$ cat config.mk
export PLATFORM = sky130hd
export DESIGN_NAME = uis_ctrl
export DESIGN_NICKNAME = d
export VERILOG_FILES = /design/src/rtl/uis_pkg.sv /design/src/rtl/uis_flag.sv /design/src/rtl/uis_ctrl.sv
export SDC_FILE = /design/constraint.sdc
export NUM_CORES = 1
export LEC_CHECK = 0
export ABC_AREA = 1
export BUFFER_PORTS_ARGS = -buffer_cell sky130_fd_sc_hd__buf_2
export CORE_MARGIN = 2
export CORE_UTILIZATION = 42
export CTS_BUF_LIST = sky130_fd_sc_hd__clkbuf_16
export DETAILED_ROUTE_END_ITERATION = 12
export GPL_TIMING_DRIVEN = 1
export MAX_ROUTING_LAYER = met4
export PLACE_DENSITY = 0.77
export SLEW_MARGIN = 40
export SYNTH_ARGS = -nofsm -noshare
export SYNTH_HDL_FRONTEND = slang
export SYNTH_SLANG_ARGS = --single-unit
export TNS_END_PERCENT = 1
$ cat constraint.sdc
create_clock -name mclk -period 2.4 [get_ports mclk]
set_input_delay 0.72 -clock mclk [delete_from_list [all_inputs] [get_ports mclk]]
set_output_delay 0.72 -clock mclk [all_outputs]
set_load 0.05 [all_outputs]
$ cat src/rtl/uis_pkg.sv
// Package: register map, field positions and reset values for the USB flag block
package uis_pkg;
    // Register indices; each register is one aligned word at four times its index
    localparam logic [15:0] ADDR_FLAGS1   = 16'hFF28;
    localparam logic [15:0] ADDR_STATUS2  = 16'hFF29;
    localparam logic [15:0] ADDR_CLEAR2   = 16'hFF2C;
    localparam logic [15:0] ADDR_EP1CFG   = 16'hFF30;
    localparam logic [15:0] ADDR_IRQMASK  = 16'hFF34;
    localparam logic [15:0] ADDR_SETUPBUF = 16'hFF40;
    localparam logic [15:0] ADDR_EP0TX    = 16'hFF48;
    localparam logic [15:0] ADDR_EP1FIFO  = 16'hFF4C;
    localparam logic [15:0] ADDR_EP0NAK   = 16'hFF50;
    // Bit positions
    localparam int BIT_DECODE  = 0;
    localparam int BIT_SETUP   = 1;
    localparam int BIT_STAGE   = 2;
    localparam int BIT_TXDONE  = 5;
    localparam int BIT_BI_TGL  = 4;
    localparam int BIT_BI_NAK  = 5;
    // Reset values
    localparam logic [7:0] RST_FLAGS1  = 8'h00;
    localparam logic [7:0] RST_STATUS2 = 8'h00;
    localparam logic [7:0] RST_MASK    = 8'hFF;
    localparam logic [7:0] RST_EP1CFG  = 8'h01;
    localparam logic [7:0] STATUS2_USED = 8'h30;
    // Setup packet length in bytes
    localparam int SETUP_BYTES = 8;
    localparam logic [1:0] RESP_OKAY   = 2'h0;
    localparam logic [1:0] RESP_SLVERR = 2'h2;
endpackage : uis_pkg

$ cat src/rtl/uis_flag.sv
// Sticky flag with set-over-clear priority
`timescale 1ns/1ps
module uis_flag (
    input  wire logic clk,
    input  wire logic rst_n,
    input  wire logic set,
    input  wire logic clr,
    output logic      q
);
    logic q_d;
    // Set wins so an event in the clearing cycle is kept
    assign q_d = set ? 1'b1 : (clr ? 1'b0 : q);
    always_ff @(posedge clk or negedge rst_n) begin
        if (!rst_n) q <= 1'b0;
        else q <= q_d;
    end
endmodule // uis_flag

$ cat src/rtl/uis_ctrl.sv
// USB endpoint-0 control flags and bulk-IN endpoint-1 status with AXI4-Lite access
//
// Overview of operation
// - Status stage entry sets stage flag, interrupt
// - Next SETUP token clears stage flag
// - Missed-ACK status entry also sets; on firmware read, buffer clear then clears NAK-write
// - Setup data stored sets setup-received flag
// - Repeated hardware-handled SETUP: no decode, setup set
// - Firmware-decoded request sets decode-pending flag
// - All setup bytes read clears decode-pending
// - Status-two register read-only, byte, reset zero
// - Any status-two change raises shared interrupt
// - Zero written to clear register clears bit
// - Unsupported endpoint bits treated invalid
// - Endpoint-1 IN answered NAK sets NAK flag
// - Endpoint-1 FIFO toggle sets toggled flag
// - First transmit-buffer write clears transmit-complete
`timescale 1ns/1ps
module uis_ctrl (
    input  wire logic        mclk,
    input  wire logic        rst_b,
    // USB engine events, one-cycle pulses on mclk; ev_fw_ctrl_read, iface_ep1_ok and setup_data are levels
    input  wire logic        ev_setup_token,
    input  wire logic        ev_setup_stored,
    input  wire logic        ev_setup_fw,
    input  wire logic        ev_status_stage,
    input  wire logic        ev_status_noack,
    input  wire logic        ev_fw_ctrl_read,
    input  wire logic        ev_ep0_tx_done,
    input  wire logic        ev_ep0_tx_cleared,
    input  wire logic        ev_ep1_in_nak,
    input  wire logic        ev_ep1_toggle,
    input  wire logic        ev_ep1_zlp,
    input  wire logic        iface_ep1_ok,
    input  wire logic [63:0] setup_data,
    // AXI4-Lite slave
    input  wire logic [31:0] s_axi_awaddr,
    input  wire logic        s_axi_awvalid,
    output logic             s_axi_awready,
    input  wire logic [31:0] s_axi_wdata,
    input  wire logic [3:0]  s_axi_wstrb,
    input  wire logic        s_axi_wvalid,
    output logic             s_axi_wready,
    output logic [1:0]       s_axi_bresp,
    output logic             s_axi_bvalid,
    input  wire logic        s_axi_bready,
    input  wire logic [31:0] s_axi_araddr,
    input  wire logic        s_axi_arvalid,
    output logic             s_axi_arready,
    output logic [31:0]      s_axi_rdata,
    output logic [1:0]       s_axi_rresp,
    output logic             s_axi_rvalid,
    input  wire logic        s_axi_rready,
    // Outputs
    output logic             shared_usb_irq,
    output logic             ep0_nak_write_bit,
    output logic             ep1_fifo_wr
);
    logic rst_s1_q, rst_n;
    always_ff @(posedge mclk or negedge rst_b) begin
        if (!rst_b) begin
            rst_s1_q <= 1'b0;
            rst_n    <= 1'b0;
        end else begin
            rst_s1_q <= 1'b1;
            rst_n    <= rst_s1_q;
        end
    end

    // Write channel capture: address and data accepted in either order
    logic        aw_have_q, w_have_q;
    logic [15:0] aw_addr_q;
    logic [7:0]  w_byte_q;
    logic        w_lane0_q;
    wire         aw_take = s_axi_awvalid && s_axi_awready;
    wire         w_take  = s_axi_wvalid && s_axi_wready;
    wire         wr_go   = aw_have_q && w_have_q && !s_axi_bvalid;
    wire         rd_take = s_axi_arvalid && s_axi_arready;
    // Word index from the byte address; the lowest two bits select no register
    wire [15:0]  ar_addr = s_axi_araddr[17:2];

    always_ff @(posedge mclk or negedge rst_n) begin
        if (!rst_n) begin
            aw_have_q     <= 1'b0;
            w_have_q      <= 1'b0;
            aw_addr_q     <= 16'h0000;
            w_byte_q      <= 8'h00;
            w_lane0_q     <= 1'b0;
            s_axi_awready <= 1'b0;
            s_axi_wready  <= 1'b0;
        end else begin
            if (aw_take) begin
                aw_have_q <= 1'b1;
                aw_addr_q <= s_axi_awaddr[17:2];
            end else if (wr_go) begin
                aw_have_q <= 1'b0;
            end
            if (w_take) begin
                w_have_q  <= 1'b1;
                w_byte_q  <= s_axi_wdata[7:0];
                w_lane0_q <= s_axi_wstrb[0];
            end else if (wr_go) begin
                w_have_q <= 1'b0;
            end
            s_axi_awready <= !aw_have_q && !aw_take && !wr_go;
            s_axi_wready  <= !w_have_q && !w_take && !wr_go;
        end
    end

    // Write decode; byte lane 0 carries the 8-bit registers
    wire wr_ok     = wr_go && w_lane0_q;
    wire wr_clear2 = wr_ok && (aw_addr_q == uis_pkg::ADDR_CLEAR2);
    wire wr_ep1cfg = wr_ok && (aw_addr_q == uis_pkg::ADDR_EP1CFG);
    wire wr_mask   = wr_ok && (aw_addr_q == uis_pkg::ADDR_IRQMASK);
    wire wr_ep0tx  = wr_ok && (aw_addr_q == uis_pkg::ADDR_EP0TX);
    wire wr_ep1ff  = wr_ok && (aw_addr_q == uis_pkg::ADDR_EP1FIFO);
    wire wr_flags1 = wr_ok && (aw_addr_q == uis_pkg::ADDR_FLAGS1);
    wire wr_ep0nak = wr_ok && (aw_addr_q == uis_pkg::ADDR_EP0NAK);
    // Status-two is read-only, so a write to it is refused like an unmapped one
    wire wr_known  = (aw_addr_q == uis_pkg::ADDR_CLEAR2)
                  || (aw_addr_q == uis_pkg::ADDR_EP1CFG)
                  || (aw_addr_q == uis_pkg::ADDR_IRQMASK)
                  || (aw_addr_q == uis_pkg::ADDR_EP0TX)
                  || (aw_addr_q == uis_pkg::ADDR_EP1FIFO)
                  || (aw_addr_q == uis_pkg::ADDR_FLAGS1)
                  || (aw_addr_q == uis_pkg::ADDR_EP0NAK);

    // Setup buffer byte reads; byte index from low address bits
    wire rd_setup = rd_take && (ar_addr[15:3] == uis_pkg::ADDR_SETUPBUF[15:3]);
    logic [7:0] setup_rd_seen_q;

    logic [7:0] ep1cfg_q, mask_q;
    logic       ep1_valid;
    assign ep1_valid = ep1cfg_q[0] && iface_ep1_ok;

    // Status-two flags: set-wins sticky bits, clear by writing zero
    logic [7:0] st2_set, st2_clr, st2_q;
    assign st2_set[uis_pkg::BIT_BI_NAK] = ev_ep1_in_nak && ep1_valid;
    assign st2_set[uis_pkg::BIT_BI_TGL] = (ev_ep1_toggle || ev_ep1_zlp) && ep1_valid;
    assign st2_clr[uis_pkg::BIT_BI_NAK] = wr_clear2 && !w_byte_q[uis_pkg::BIT_BI_NAK];
    assign st2_clr[uis_pkg::BIT_BI_TGL] = (wr_clear2 && !w_byte_q[uis_pkg::BIT_BI_TGL])
                                       || wr_ep1ff;

    genvar gi;
    generate
        for (gi = 0; gi < 8; gi++) begin : g_st2
            if (uis_pkg::STATUS2_USED[gi]) begin : g_used
                uis_flag u_flag (
                    .clk   (mclk),
                    .rst_n (rst_n),
                    .set   (st2_set[gi]),
                    .clr   (st2_clr[gi]),
                    .q     (st2_q[gi])
                );
            end else begin : g_zero
                assign st2_set[gi] = 1'b0;
                assign st2_clr[gi] = 1'b0;
                assign st2_q[gi]   = 1'b0;
            end
        end
    endgenerate

    // Endpoint-0 flags
    logic stage_q, setup_q, decode_q, txdone_q;
    logic stage_d, setup_d, decode_d, txdone_d;
    wire  stage_set  = ev_status_stage || ev_status_noack;
    wire  setup_clr  = wr_flags1 && !w_byte_q[uis_pkg::BIT_SETUP];
    wire  all_read   = rd_setup && ((setup_rd_seen_q | (8'h01 << ar_addr[2:0])) == 8'hFF);
    // Hardware-handled repeat sets only the setup flag
    wire  decode_set = ev_setup_stored && ev_setup_fw;

    assign stage_d  = stage_set ? 1'b1 : (ev_setup_token ? 1'b0 : stage_q);
    assign setup_d  = ev_setup_stored ? 1'b1 : (setup_clr ? 1'b0 : setup_q);
    assign decode_d = decode_set ? 1'b1 : (all_read ? 1'b0 : decode_q);
    assign txdone_d = ev_ep0_tx_done ? 1'b1 : (wr_ep0tx ? 1'b0 : txdone_q);

    // NAK-write bit after missed ACK on firmware control read
    logic noack_pend_q;
    always_ff @(posedge mclk or negedge rst_n) begin
        if (!rst_n) begin
            noack_pend_q      <= 1'b0;
            ep0_nak_write_bit <= 1'b0;
        end else begin
            if (ev_status_noack && ev_fw_ctrl_read) begin
                noack_pend_q <= 1'b1;
            end else if (ev_ep0_tx_cleared || ev_setup_token) begin
                noack_pend_q <= 1'b0;
            end
            // Hardware clear beats a firmware write in the same cycle
            if (noack_pend_q && ev_ep0_tx_cleared) begin
                ep0_nak_write_bit <= 1'b0;
            end else if (wr_ep0nak) begin
                ep0_nak_write_bit <= w_byte_q[0];
            end
        end
    end

    always_ff @(posedge mclk or negedge rst_n) begin
        if (!rst_n) begin
            stage_q  <= 1'b0;
            setup_q  <= 1'b0;
            decode_q <= 1'b0;
            txdone_q <= 1'b0;
        end else begin
            stage_q  <= stage_d;
            setup_q  <= setup_d;
            decode_q <= decode_d;
            txdone_q <= txdone_d;
        end
    end

    // Tracks which setup bytes have been read since the last store or the last complete read
    always_ff @(posedge mclk or negedge rst_n) begin
        if (!rst_n) begin
            setup_rd_seen_q <= 8'h00;
        end else if (ev_setup_stored) begin
            // A fresh packet restarts the count even mid-read
            setup_rd_seen_q <= 8'h00;
        end else if (all_read) begin
            setup_rd_seen_q <= 8'h00;
        end else if (rd_setup) begin
            setup_rd_seen_q <= setup_rd_seen_q | (8'h01 << ar_addr[2:0]);
        end
    end

    always_ff @(posedge mclk or negedge rst_n) begin
        if (!rst_n) begin
            ep1cfg_q <= uis_pkg::RST_EP1CFG;
            mask_q   <= uis_pkg::RST_MASK;
        end else begin
            if (wr_ep1cfg) begin
                ep1cfg_q <= w_byte_q;
            end
            if (wr_mask) begin
                mask_q <= w_byte_q;
            end
        end
    end

    // Flag-one register view
    wire [7:0] flags1 = {2'b00, txdone_q, 2'b00, stage_q, setup_q, decode_q};

    // Shared interrupt: pulse on any status-two change, level while an unmasked flag stands
    logic [7:0] st2_prev_q;
    logic       chg_q;
    always_ff @(posedge mclk or negedge rst_n) begin
        if (!rst_n) begin
            st2_prev_q     <= uis_pkg::RST_STATUS2;
            chg_q          <= 1'b0;
            shared_usb_irq <= 1'b0;
            ep1_fifo_wr    <= 1'b0;
        end else begin
            st2_prev_q     <= st2_q;
            chg_q          <= (st2_q != st2_prev_q);
            shared_usb_irq <= |(st2_q & mask_q) || |(flags1 & mask_q) || chg_q;
            ep1_fifo_wr    <= wr_ep1ff;
        end
    end

    // Read mux
    logic [7:0] rd_byte;
    logic       rd_hit;
    always_comb begin
        rd_byte = 8'h00;
        rd_hit  = 1'b1;
        if (ar_addr == uis_pkg::ADDR_STATUS2) begin
            rd_byte = st2_q;
        end else if (ar_addr == uis_pkg::ADDR_FLAGS1) begin
            rd_byte = flags1;
        end else if (ar_addr == uis_pkg::ADDR_EP1CFG) begin
            rd_byte = ep1cfg_q;
        end else if (ar_addr == uis_pkg::ADDR_IRQMASK) begin
            rd_byte = mask_q;
        end else if (ar_addr == uis_pkg::ADDR_EP0NAK) begin
            rd_byte = {7'h00, ep0_nak_write_bit};
        end else if (ar_addr == uis_pkg::ADDR_CLEAR2) begin
            // Clear register holds nothing, so it reads as zero
            rd_byte = 8'h00;
        end else if (rd_setup) begin
            rd_byte = setup_data[{ar_addr[2:0], 3'b000} +: 8];
        end else begin
            rd_hit = 1'b0;
        end
    end

    always_ff @(posedge mclk or negedge rst_n) begin
        if (!rst_n) begin
            s_axi_bvalid  <= 1'b0;
            s_axi_bresp   <= uis_pkg::RESP_OKAY;
            s_axi_arready <= 1'b0;
            s_axi_rvalid  <= 1'b0;
            s_axi_rdata   <= 32'h0000_0000;
            s_axi_rresp   <= uis_pkg::RESP_OKAY;
        end else begin
            if (wr_go) begin
                s_axi_bvalid <= 1'b1;
                s_axi_bresp  <= wr_known ? uis_pkg::RESP_OKAY : uis_pkg::RESP_SLVERR;
            end else if (s_axi_bready) begin
                s_axi_bvalid <= 1'b0;
            end
            s_axi_arready <= !s_axi_rvalid && !rd_take && !s_axi_arready;
            if (rd_take) begin
                s_axi_rvalid <= 1'b1;
                s_axi_rdata  <= {24'h000000, rd_byte};
                s_axi_rresp  <= rd_hit ? uis_pkg::RESP_OKAY : uis_pkg::RESP_SLVERR;
            end else if (s_axi_rready) begin
                s_axi_rvalid <= 1'b0;
            end
        end
    end
endmodule // uis_ctrl

==> impl_metrics.toml, run 1 <==
[timing]
fin_crit_ns = 1.90
finalWorstSetupSlack_ns = 0.498
fmax_mhz = 526
hold_viol = 0
worst_slew_pin_slew_ns = 0.585
finClkSkew_ns = 0.00873
final_max_slew_viol_count = 0
rsz0062_at_grt = "no"
finalSetupViolations = 0
min_period_over_period = 0.793
setup_tns_ns = 0
relSlewSlack = 0.610

[pwr]
cellPowerDensity_mw_per_mm2 = 786
power.leakage_nw = 3.02
ir_drop_v = 0.000843
p_total_w = 0.00450

[placed_design]
hpwl_um = 9450
io_buffers = 141
dpl_cell_area_mm2 = 0.00542
place.gp.congestion = 0.864
preCtsSetupSlack_ns = 0.162

[route]
drt_iter0_markers = 229
totalWireLength_um = 12000
vias = 4429
routedWlPerCell_um = 13.2
ant_nets = 0
first_pass_iters = 4
drc = 0
avgViaCountPerCell = 4.88

[floorplan]
dieHeight_um = 109
core_mm2 = 0.0107
std_cell_rows = 38
start_util = 0.428
die-width_um = 109
ioPinCount = 227
die_area_mm2 = 0.0118

[layout]
final-seq-area_mm2 = 0.00204
finalNetCount = 945
final_cell_area_mm2 = 0.00572
multi_input_area_mm2 = 0.00208
n_fill_cell = 1077
diodes = 0
syn2layout_area_growth_pct = 24.3
drive_gt1_frac = 0.282

[global_route]
grt_pass1_vias = 4266
grt_antenna_before_repair = 0
grt_usage = 0.217
overflow = 0
grt_pass1_wl_um = 19300
grt_max_degree = 46

[setup_path]
r2r-start = "aw_addr_q[6]$_DFFE_PN0P_"
crit_fanout = 13
cp-endpoint = "setup_rd_seen_q[0]$_DFFE_PN0P_"
crit_arrival_ns = 2.11
critPathCaptureType = "flop"
cp-startpoint = "s_axi_araddr[2]"
worstReg2RegEnd = "mask_q[0]$_DFFE_PN1P_"
r2r_cells = 5
worstPathRequired_ns = 2.61
critical_path_class = "in2reg"
rrSetupSlack_ns = 0.75
crit_path_start_kind = "input pin"

[clocking]
cts_resized = 0
cts_tree = "built"
clkSinkCount = 81
clock_latency_ns = 0.34
h-tree-depth = 3
cts-root-buf = "clkbuf_16"
cts_buffer_depth = 2
numCtsBuffers = 9
cts_hold_buffers = 0
cts_setup_buffers = 0
clkSlewWorstSetupHoldPaths_ns = 0.06

[yosys]
synth_cell_types = 40
avgSynthCellArea_um2 = 7.53
ys_seq_area_frac = 0.443
ys_ff_latch = 81
synth_area_mm2 = 0.00460
synthCells = 611
synth_warnings = 0

[outcome]
outcome = "completed"

[hold_path]
hp-class = "in2async"

[job]
max_cap_viol_count = 0
-- synthesized netlist by cell type --
| cell type | instances | area [µm²] |
|---|---|---|
| nand2_1 | 139 | 522 |
| nor2_1 | 88 | 330 |
| dfrtp_1 | 72 | 1800 |
| inv_1 | 67 | 251 |
| o21ai_1 | 36 | 180 |
| buf_4 | 26 | 195 |
| a21oi_1 | 25 | 125 |
| o21ai_0 | 22 | 110 |
| nand4_1 | 21 | 131 |
| nand3_1 | 20 | 100 |
| inv_2 | 11 | 41.3 |
| dfstp_2 | 9 | 236 |
| mux2_2 | 8 | 90.1 |
| nor3_1 | 8 | 40.0 |
| o22ai_1 | 8 | 50.1 |
| buf_2 | 6 | 30.0 |
| clkbuf_1 | 4 | 15.0 |
| nor2_2 | 4 | 25.0 |
| buf_6 | 3 | 33.8 |
| nand3_2 | 3 | 30.0 |
| o211ai_1 | 3 | 22.5 |
| o21bai_1 | 3 | 22.5 |
| conb_1 | 2 | 7.51 |
| nand2_2 | 2 | 12.5 |
| nand2_4 | 2 | 22.5 |
| nor3_2 | 2 | 20.0 |
| nor3_4 | 2 | 32.5 |
| o2111ai_1 | 2 | 17.5 |
| xnor2_1 | 2 | 17.5 |
| a221oi_1 | 1 | 8.76 |
| a22o_1 | 1 | 8.76 |
| a31oi_1 | 1 | 6.26 |
| buf_1 | 1 | 3.75 |
| clkinv_1 | 1 | 3.75 |
| nand3b_1 | 1 | 7.51 |
| nand4_2 | 1 | 12.5 |
| nor3b_1 | 1 | 7.51 |
| nor4_2 | 1 | 12.5 |
| o221ai_1 | 1 | 8.76 |
| o31ai_1 | 1 | 7.51 |
-- final cells by class --
cell class / count / share of cell area
Clock buffer: 9 / 0.0394
Clock inverter: 7 / 0.0133
Inverter: 79 / 0.0518
Multi-Input combinational cell: 436 / 0.364
Sequential cell: 81 / 0.357
Tap cell: 140 / 0.0306
Timing Repair Buffer: 155 / 0.144
-- cells by family (layout without fill, tap and decap cells) --
| kind of cell | count (synthesis) | in the layout | share of synthesized area |
|---|---|---|---|
| flip-flops | 81 | 81 | 0.443 |
| AO/OA/AOI/OAI | 104 | 104 | 0.123 |
| multiplexers | 8 | 8 | 0.0196 |
| other | 2 | 27 | 0.00163 |
| buffers and inverters | 119 | 250 | 0.125 |
| AND/OR/NAND/NOR | 295 | 295 | 0.284 |
| XOR/XNOR | 2 | 2 | 0.00381 |
-- how the worst min path moves through the flow --
stage / start / depth (start not counted) / endpoint
floorplan: rst_s1_q$_DFF_PN0_ / 0 / rst_n$_DFF_PN0_
global placement: rst_s1_q$_DFF_PN0_ / 0 / rst_n$_DFF_PN0_
detailed placement: rst_s1_q$_DFF_PN0_ / 0 / rst_n$_DFF_PN0_
CTS: rst_b / 1 / rst_s1_q$_DFF_PN0_
global route: rst_b / 1 / rst_s1_q$_DFF_PN0_
finish: rst_b / 1 / rst_n$_DFF_PN0_
-- layout by cell type (no fill, tap or decap), drive strengths merged, types with 3 or more instances in the layout --
master	n
inv	80
conb	27
o22ai	8
o21ai	58
nor3	12
buf	155
nand4	22
clkinv	4
nand2	143
o211ai	3
mux2	8
o21bai	3
dfrtp	72
nor2	92
dfstp	9
clkbuf	9
a21oi	25
nand3	23
-- where the power goes --
group	leakage (nW)	switching, W	internal (W)
Clock	0.144	0.000564	0.000813
Combinational	1.92	0.000889	0.000406
Sequential	0.960	0.000171	0.00166
-- critical path, cell delays in order --
cell and delay, ns:
buf_2 0.18, inv_2 0.17, nand2_2 0.21, o21ai_1 0.22, nand2_1 0.07, nor2_1 0.12, nand4_2 0.21, nand4_1 0.13
o21ai_1 0.08
-- per-layer routing --
| layer | share of wire | up-vias | GRT usage |
|---|---|---|---|
| met5 | 0 | - | - |
| met4 | 0.026 | 0 | 0.0934 |
| met1 | 0.42 | 1998 | 0.257 |
| li1 | - | 2234 | - |
| met2 | 0.49 | 174 | 0.370 |
| met3 | 0.062 | 23 | 0.0281 |
-- stage by stage --
stage / util / hold slack (ns) / std cells
4_1_cts: 0.532 / 0.150 / 907
3_5_place_dp: 0.504 / 0.348 / 891
6_report: 0.532 / 0.162 / 907
5_1_grt: 0.532 / 0.156 / 907
2_1_floorplan: - / 0.331 / 636
3_3_place_gp: 0.504 / 0.335 / 891
-- state kept, by name, indices dropped and copies added, names as in the netlist, 2 cells and up --
register	cells
st2_prev_q	2
g_st2.g_used.u_flag.q	2
aw_addr_q	16
w_byte_q	8
setup_rd_seen_q	8
s_axi_rdata	8
mask_q	8
ep1cfg_q	8
No activity file was read; power rests on OpenSTA's default activity.
==> run 2: changes to the inputs <==
- ABC_AREA: 1 -> 0
- CORE_UTILIZATION: 42 -> 46
- PLACE_DENSITY: 0.77 -> 0.81
- clock period: 2.4 -> 1.8 ns (I/O delays scaled with it)
==> run 2 against run 1 <==
Setup slack worse by 0.51 ns. Highest routed layer unchanged. Largest power group unchanged. Clock-buffer cell count unchanged. The run now ends with negative setup slack left. Die area shrank 13%. Critical path type is now reg2reg.
==> impl_metrics.toml, run 2 <==
[yosys]
synth_warnings = 0
synth.area.top_cells = "dfrtp_1 (41%), mux2_2 (11%), mux4_2 (8.3%), dfstp_2 (5.4%), buf_4 (5.0%)"
ys_top_cells_by_count = "dfrtp_1 (72), mux2_2 (43), nand2_1 (42), buf_4 (29), o21ai_0 (23)"
yosys.area.top_type_share = 0.413
synth_cell_types = 55
synth.most_common_cell = "dfrtp_1"
synth_largest_area_cell = "dfrtp_1"
avgSynthCellArea_um2 = 11.4
synthCells = 384
async_flop_share = 1.00
ys_seq_area_frac = 0.467
ys.flop_type = "dfrtp_1"
ys_ff_latch = 81
synth_edf_count = 0
synth_area_mm2 = 0.00436

[route]
drc = 0
first_pass_iters = 5
routedWlPerCell_um = 16.3
totalWireLength_um = 11500
ant_nets = 0
drt_iter0_markers = 158
vias = 3690
avgViaCountPerCell = 5.24

[layout]
syn2layout_area_growth_pct = 33.0
n_fill_cell = 766
most-common-layout-cells = "buf_2 (141), dfrtp_1 (71), buf_4 (44), mux2_2 (43), nand2_1 (42)"
finalNetCount = 753
final_common_cell = "buf_2"
diodes = 0
final_util = 0.628
drive_gt1_frac = 0.496
top_register = "aw_addr_q"
largest_reg_flops = 16

[clocking]
numCtsBuffers = 9
clock_latency_ns = 0.33
cts_buffer_depth = 2
cts_tree = "built"
h-tree-depth = 3
cts-root-buf = "clkbuf_16"
clkSinkCount = 81
clkSlewWorstSetupHoldPaths_ns = 0.06

[global_route]
grt_usage = 0.242
overflow = 0
grt_antenna_before_repair = 0
grt_max_degree = 43
grt_pass1_vias = 3726
grt_pass1_wl_um = 18500

[timing]
min_period_over_period = 1.01
hold_viol = 0
finalSetupViolations = 6
fmax_mhz = 551
rsz0062_at_grt = "yes"
fin_crit_ns = 1.81
finClkSkew_ns = 0.00537
final_max_slew_viol_count = 0
finalWorstSetupSlack_ns = -0.0138
holdWs_ns = 0.112

[pwr]
p_total_w = 0.00629
cellPowerDensity_mw_per_mm2 = 1080
ir_drop_v = 0.000785
power.leakage_nw = 2.82

[floorplan]
dieHeight_um = 101
std_cell_rows = 35
core_mm2 = 0.00924
die_area_mm2 = 0.0103
die-width_um = 101
ioPinCount = 227
start_util = 0.472

[outcome]
violations = "negative setup slack"
outcome = "complete, but fails checks"

[setup_path]
worstPathRequired_ns = 2.02
crit_path_cell_trace = "or2_1, nor4_4, and4bb_4, nand2_4, mux2_2"
crit_path_start_kind = "flop"
path_delay_family = "simple AND/OR/NAND/NOR gates"
slowest_delay_ns = 0.39
cp.depth = 5
critical_path_class = "reg2reg"
critPathBufInv = 0
crit_arrival_ns = 2.03
crit_fanout = 8
r2r_cells = 5
crit_slowest_cell = "dfrtp_1"
critPathCaptureType = "flop"

[placed_design]
place.gp.congestion = 0.898
io_buffers = 141
hpwl_um = 8990
preCtsSetupSlack_ns = -0.257

[job]
max_cap_viol_count = 0

[hold_path]
hp-class = "reg2async"
## run 2: timing repair
item | CTS | global route
endpoints found under the hold margin | 2 | 0
pin swaps | 4 | 4
hold buffers | 1 | 0
gates resized for setup | 2 | 2
setup endpoints to repair | 12 | 25
setup buffers | 1 | 0
## run 2: final cells by class
type,instances,area (µm²),share of cell area
multi-input cells,280,2140,0.369
flip-flops and latches,81,2040,0.352
repair buffers,189,1110,0.191
clock buffers,9,225,0.0388
well taps,129,161,0.0278
clock inverters,7,96.3,0.0166
inverters,9,33.8,0.00582
## run 2: path summary, 6_finish.rpt
check	from	end	slack [ns]
worst max-delay path	aw_addr_q[1]$_DFFE_PN0P_	ep1cfg_q[6]$_DFFE_PN0P_	-0.01
worst min-delay path	rst_n$_DFF_PN0_	w_byte_q[4]$_DFFE_PN0P_	0.11
worst max register to register	aw_addr_q[1]$_DFFE_PN0P_	ep1cfg_q[6]$_DFFE_PN0P_	-0.01
worst min register to register	rst_n$_DFF_PN0_	w_byte_q[4]$_DFFE_PN0P_	0.11
max in group asynchronous	rst_n$_DFF_PN0_	mask_q[2]$_DFFE_PN1P_	1.02
min in group mclk	rst_s1_q$_DFF_PN0_	rst_n$_DFF_PN0_	0.35
## run 2: cells by family after synthesis
group | share of synthesized area
simple gates | 0.149
flops | 0.467
compound gates | 0.102
mux | 0.206
buf+inv | 0.0677
xor+xnor | 0.00602
other cells | 0.00172
## run 2: metal layers
| layer | vias up | GRT usage | wire (µm) |
|---|---|---|---|
| met1 | 1809 | 0.310 | 5010 |
| met5 | - | - | 0 |
| li1 | 1729 | - | - |
| met4 | 0 | 0.0644 | 83 |
| met2 | 144 | 0.396 | 5740 |
| met3 | 8 | 0.0462 | 632 |
## run 2: metrics by stage
step,TNS (ns),std cells,cell area (µm²)
floorplan,-0.264,409,4460
global placement,-3.26,686,5450
detailed placement,-3.98,686,5450
CTS,0,704,5800
global route,-0.671,704,5810
finish,-0.0419,704,5810
## run 2: report_power, final
group	leakage [nW]	internal, W	total (W)	switching [W]
combinational	1.69	0.000786	0.00181	0.00102
clock	0.153	0.00121	0.00196	0.000744
sequential	0.977	0.00222	0.00252	0.000302
total	2.82	0.00422	0.00629	0.00207
==> run 3: changes to the inputs <==
- SKIP_LAST_GASP: not set -> 1
==> run 3 against run 2 <==
The flow still finishes with violations (negative setup slack). Setup slack worse by 0.0022 ns. Combinational power about the same. Routed wire length about the same. Utilization about the same. Critical path type unchanged.
==> impl_metrics.toml, run 3 (synthesis gave the netlist of run 2 again) <==
[placed_design]
preCtsSetupSlack_ns = -0.257
hpwl_um = 8990
place.gp.congestion = 0.898
io_buffers = 141

[layout]
drive_gt1_frac = 0.492
top_register = "aw_addr_q"
largest_reg_flops = 16
most-common-layout-cells = "buf_2 (141), dfrtp_1 (71), buf_4 (44), mux2_2 (43), nand2_1 (42)"
final_common_cell = "buf_2"
syn2layout_area_growth_pct = 33.0
diodes = 0
finalNetCount = 753

[timing]
finClkSkew_ns = 0.00704
hold_viol = 0
fin_crit_ns = 1.82
final_max_slew_viol_count = 0
finalWorstSetupSlack_ns = -0.0160
fmax_mhz = 551
setup_tns_ns = -0.0587
finalSetupViolations = 6
rsz0062_at_grt = "yes"
min_period_over_period = 1.01

[outcome]
outcome = "complete, but fails checks"
violations = "negative setup slack"

[floorplan]
start_util = 0.472
dieHeight_um = 101
std_cell_rows = 35
die_area_mm2 = 0.0103
die-width_um = 101
ioPinCount = 227
core_mm2 = 0.00924

[route]
avgViaCountPerCell = 5.25
drt_iter0_markers = 187
vias = 3696
drc = 0
routedWlPerCell_um = 16.3
ant_nets = 0
totalWireLength_um = 11500
first_pass_iters = 4

[global_route]
grt_usage = 0.242
overflow = 0
grt_antenna_before_repair = 0
grt_max_degree = 43
grt_pass1_vias = 3726
grt_pass1_wl_um = 18500

[pwr]
ir_drop_v = 0.000785
power.leakage_nw = 2.82
cellPowerDensity_mw_per_mm2 = 1080

[clocking]
clkSinkCount = 81
cts_tree = "built"
numCtsBuffers = 9
h-tree-depth = 3
cts-root-buf = "clkbuf_16"
cts_buffer_depth = 2
clock_latency_ns = 0.33
clkSlewWorstSetupHoldPaths_ns = 0.06

[setup_path]
crit_arrival_ns = 2.03
critical_path_class = "reg2reg"
crit_fanout = 8
critPathCaptureType = "flop"
crit_path_start_kind = "flop"
worstPathRequired_ns = 2.02
r2r_cells = 5

[hold_path]
hp-class = "reg2async"

[job]
max_cap_viol_count = 0
## run 3: cell counts in the layout (fill, tap and decap cells not counted)
No cell type changed its count.
## run 3: timing repair
| action | CTS | global route |
|---|---|---|
| hold buffers | 1 | 0 |
| pin swaps | 3 | 3 |
| endpoints found under the setup margin | 12 | 26 |
| setup buffers | 1 | 0 |
| gates resized for setup | 2 | 0 |
| hold endpoints to repair | 2 | 0 |
## run 3: final timing paths
check / startpoint / to / slack (ns)
max: aw_addr_q[1]$_DFFE_PN0P_ / ep1cfg_q[6]$_DFFE_PN0P_ / -0.02
min: rst_n$_DFF_PN0_ / w_byte_q[4]$_DFFE_PN0P_ / 0.11
max reg2reg: aw_addr_q[1]$_DFFE_PN0P_ / ep1cfg_q[6]$_DFFE_PN0P_ / -0.02
min reg2reg: rst_n$_DFF_PN0_ / w_byte_q[4]$_DFFE_PN0P_ / 0.11
max in group asynchronous: rst_n$_DFF_PN0_ / mask_q[3]$_DFFE_PN1P_ / 1.01
min in group mclk: rst_s1_q$_DFF_PN0_ / rst_n$_DFF_PN0_ / 0.35
## run 3: power by group
part / leakage [nW] / internal, W / total [W] / switching [W]
registers: 0.977 / 0.00222 / 0.00252 / 0.000300
clock network: 0.153 / 0.00121 / 0.00196 / 0.000743
logic: 1.69 / 0.000785 / 0.00181 / 0.00103
total: 2.82 / 0.00422 / 0.00629 / 0.00207
## run 3: area by class of cell
cell class / count / area (µm²)
fillers: 766 / 3440
multi-input cells: 280 / 2140
flip-flops and latches: 81 / 2040
repair buffers: 189 / 1110
clock buffers: 9 / 225
well taps: 129 / 161
clock inverters: 7 / 96.3
inverters: 9 / 33.8
## run 3: worst max-delay path, cell delays in order (launching register included)
cell and delay (ns):
dfrtp_1 0.39, or2_1 0.26, nor4_4 0.32, and4bb_4 0.32, nand2_4 0.11, mux2_2 0.30
## run 3: stage by stage
| stage | util | hold slack, ns | cells | cell area, µm² | power, W |
|---|---|---|---|---|---|
| floorplan | - | 0.244 | 409 | 4460 | 0.00374 |
| global placement | 0.590 | 0.108 | 686 | 5450 | 0.00423 |
| detailed placement | 0.590 | 0.113 | 686 | 5450 | 0.00432 |
| CTS | 0.628 | 0.116 | 704 | 5800 | 0.00632 |
| global route | 0.628 | 0.127 | 704 | 5800 | 0.00661 |
| finish | 0.628 | 0.112 | 704 | 5800 | 0.00629 |
## run 3: routing by layer
| metal | part of all wire | track usage | vias up |
|---|---|---|---|
| li1 | - | - | 1732 |
| met1 | 0.44 | 0.310 | 1821 |
| met2 | 0.50 | 0.396 | 137 |
| met3 | 0.055 | 0.0462 | 6 |
| met4 | 0.0072 | 0.0644 | 0 |
| met5 | 0 | - | - |
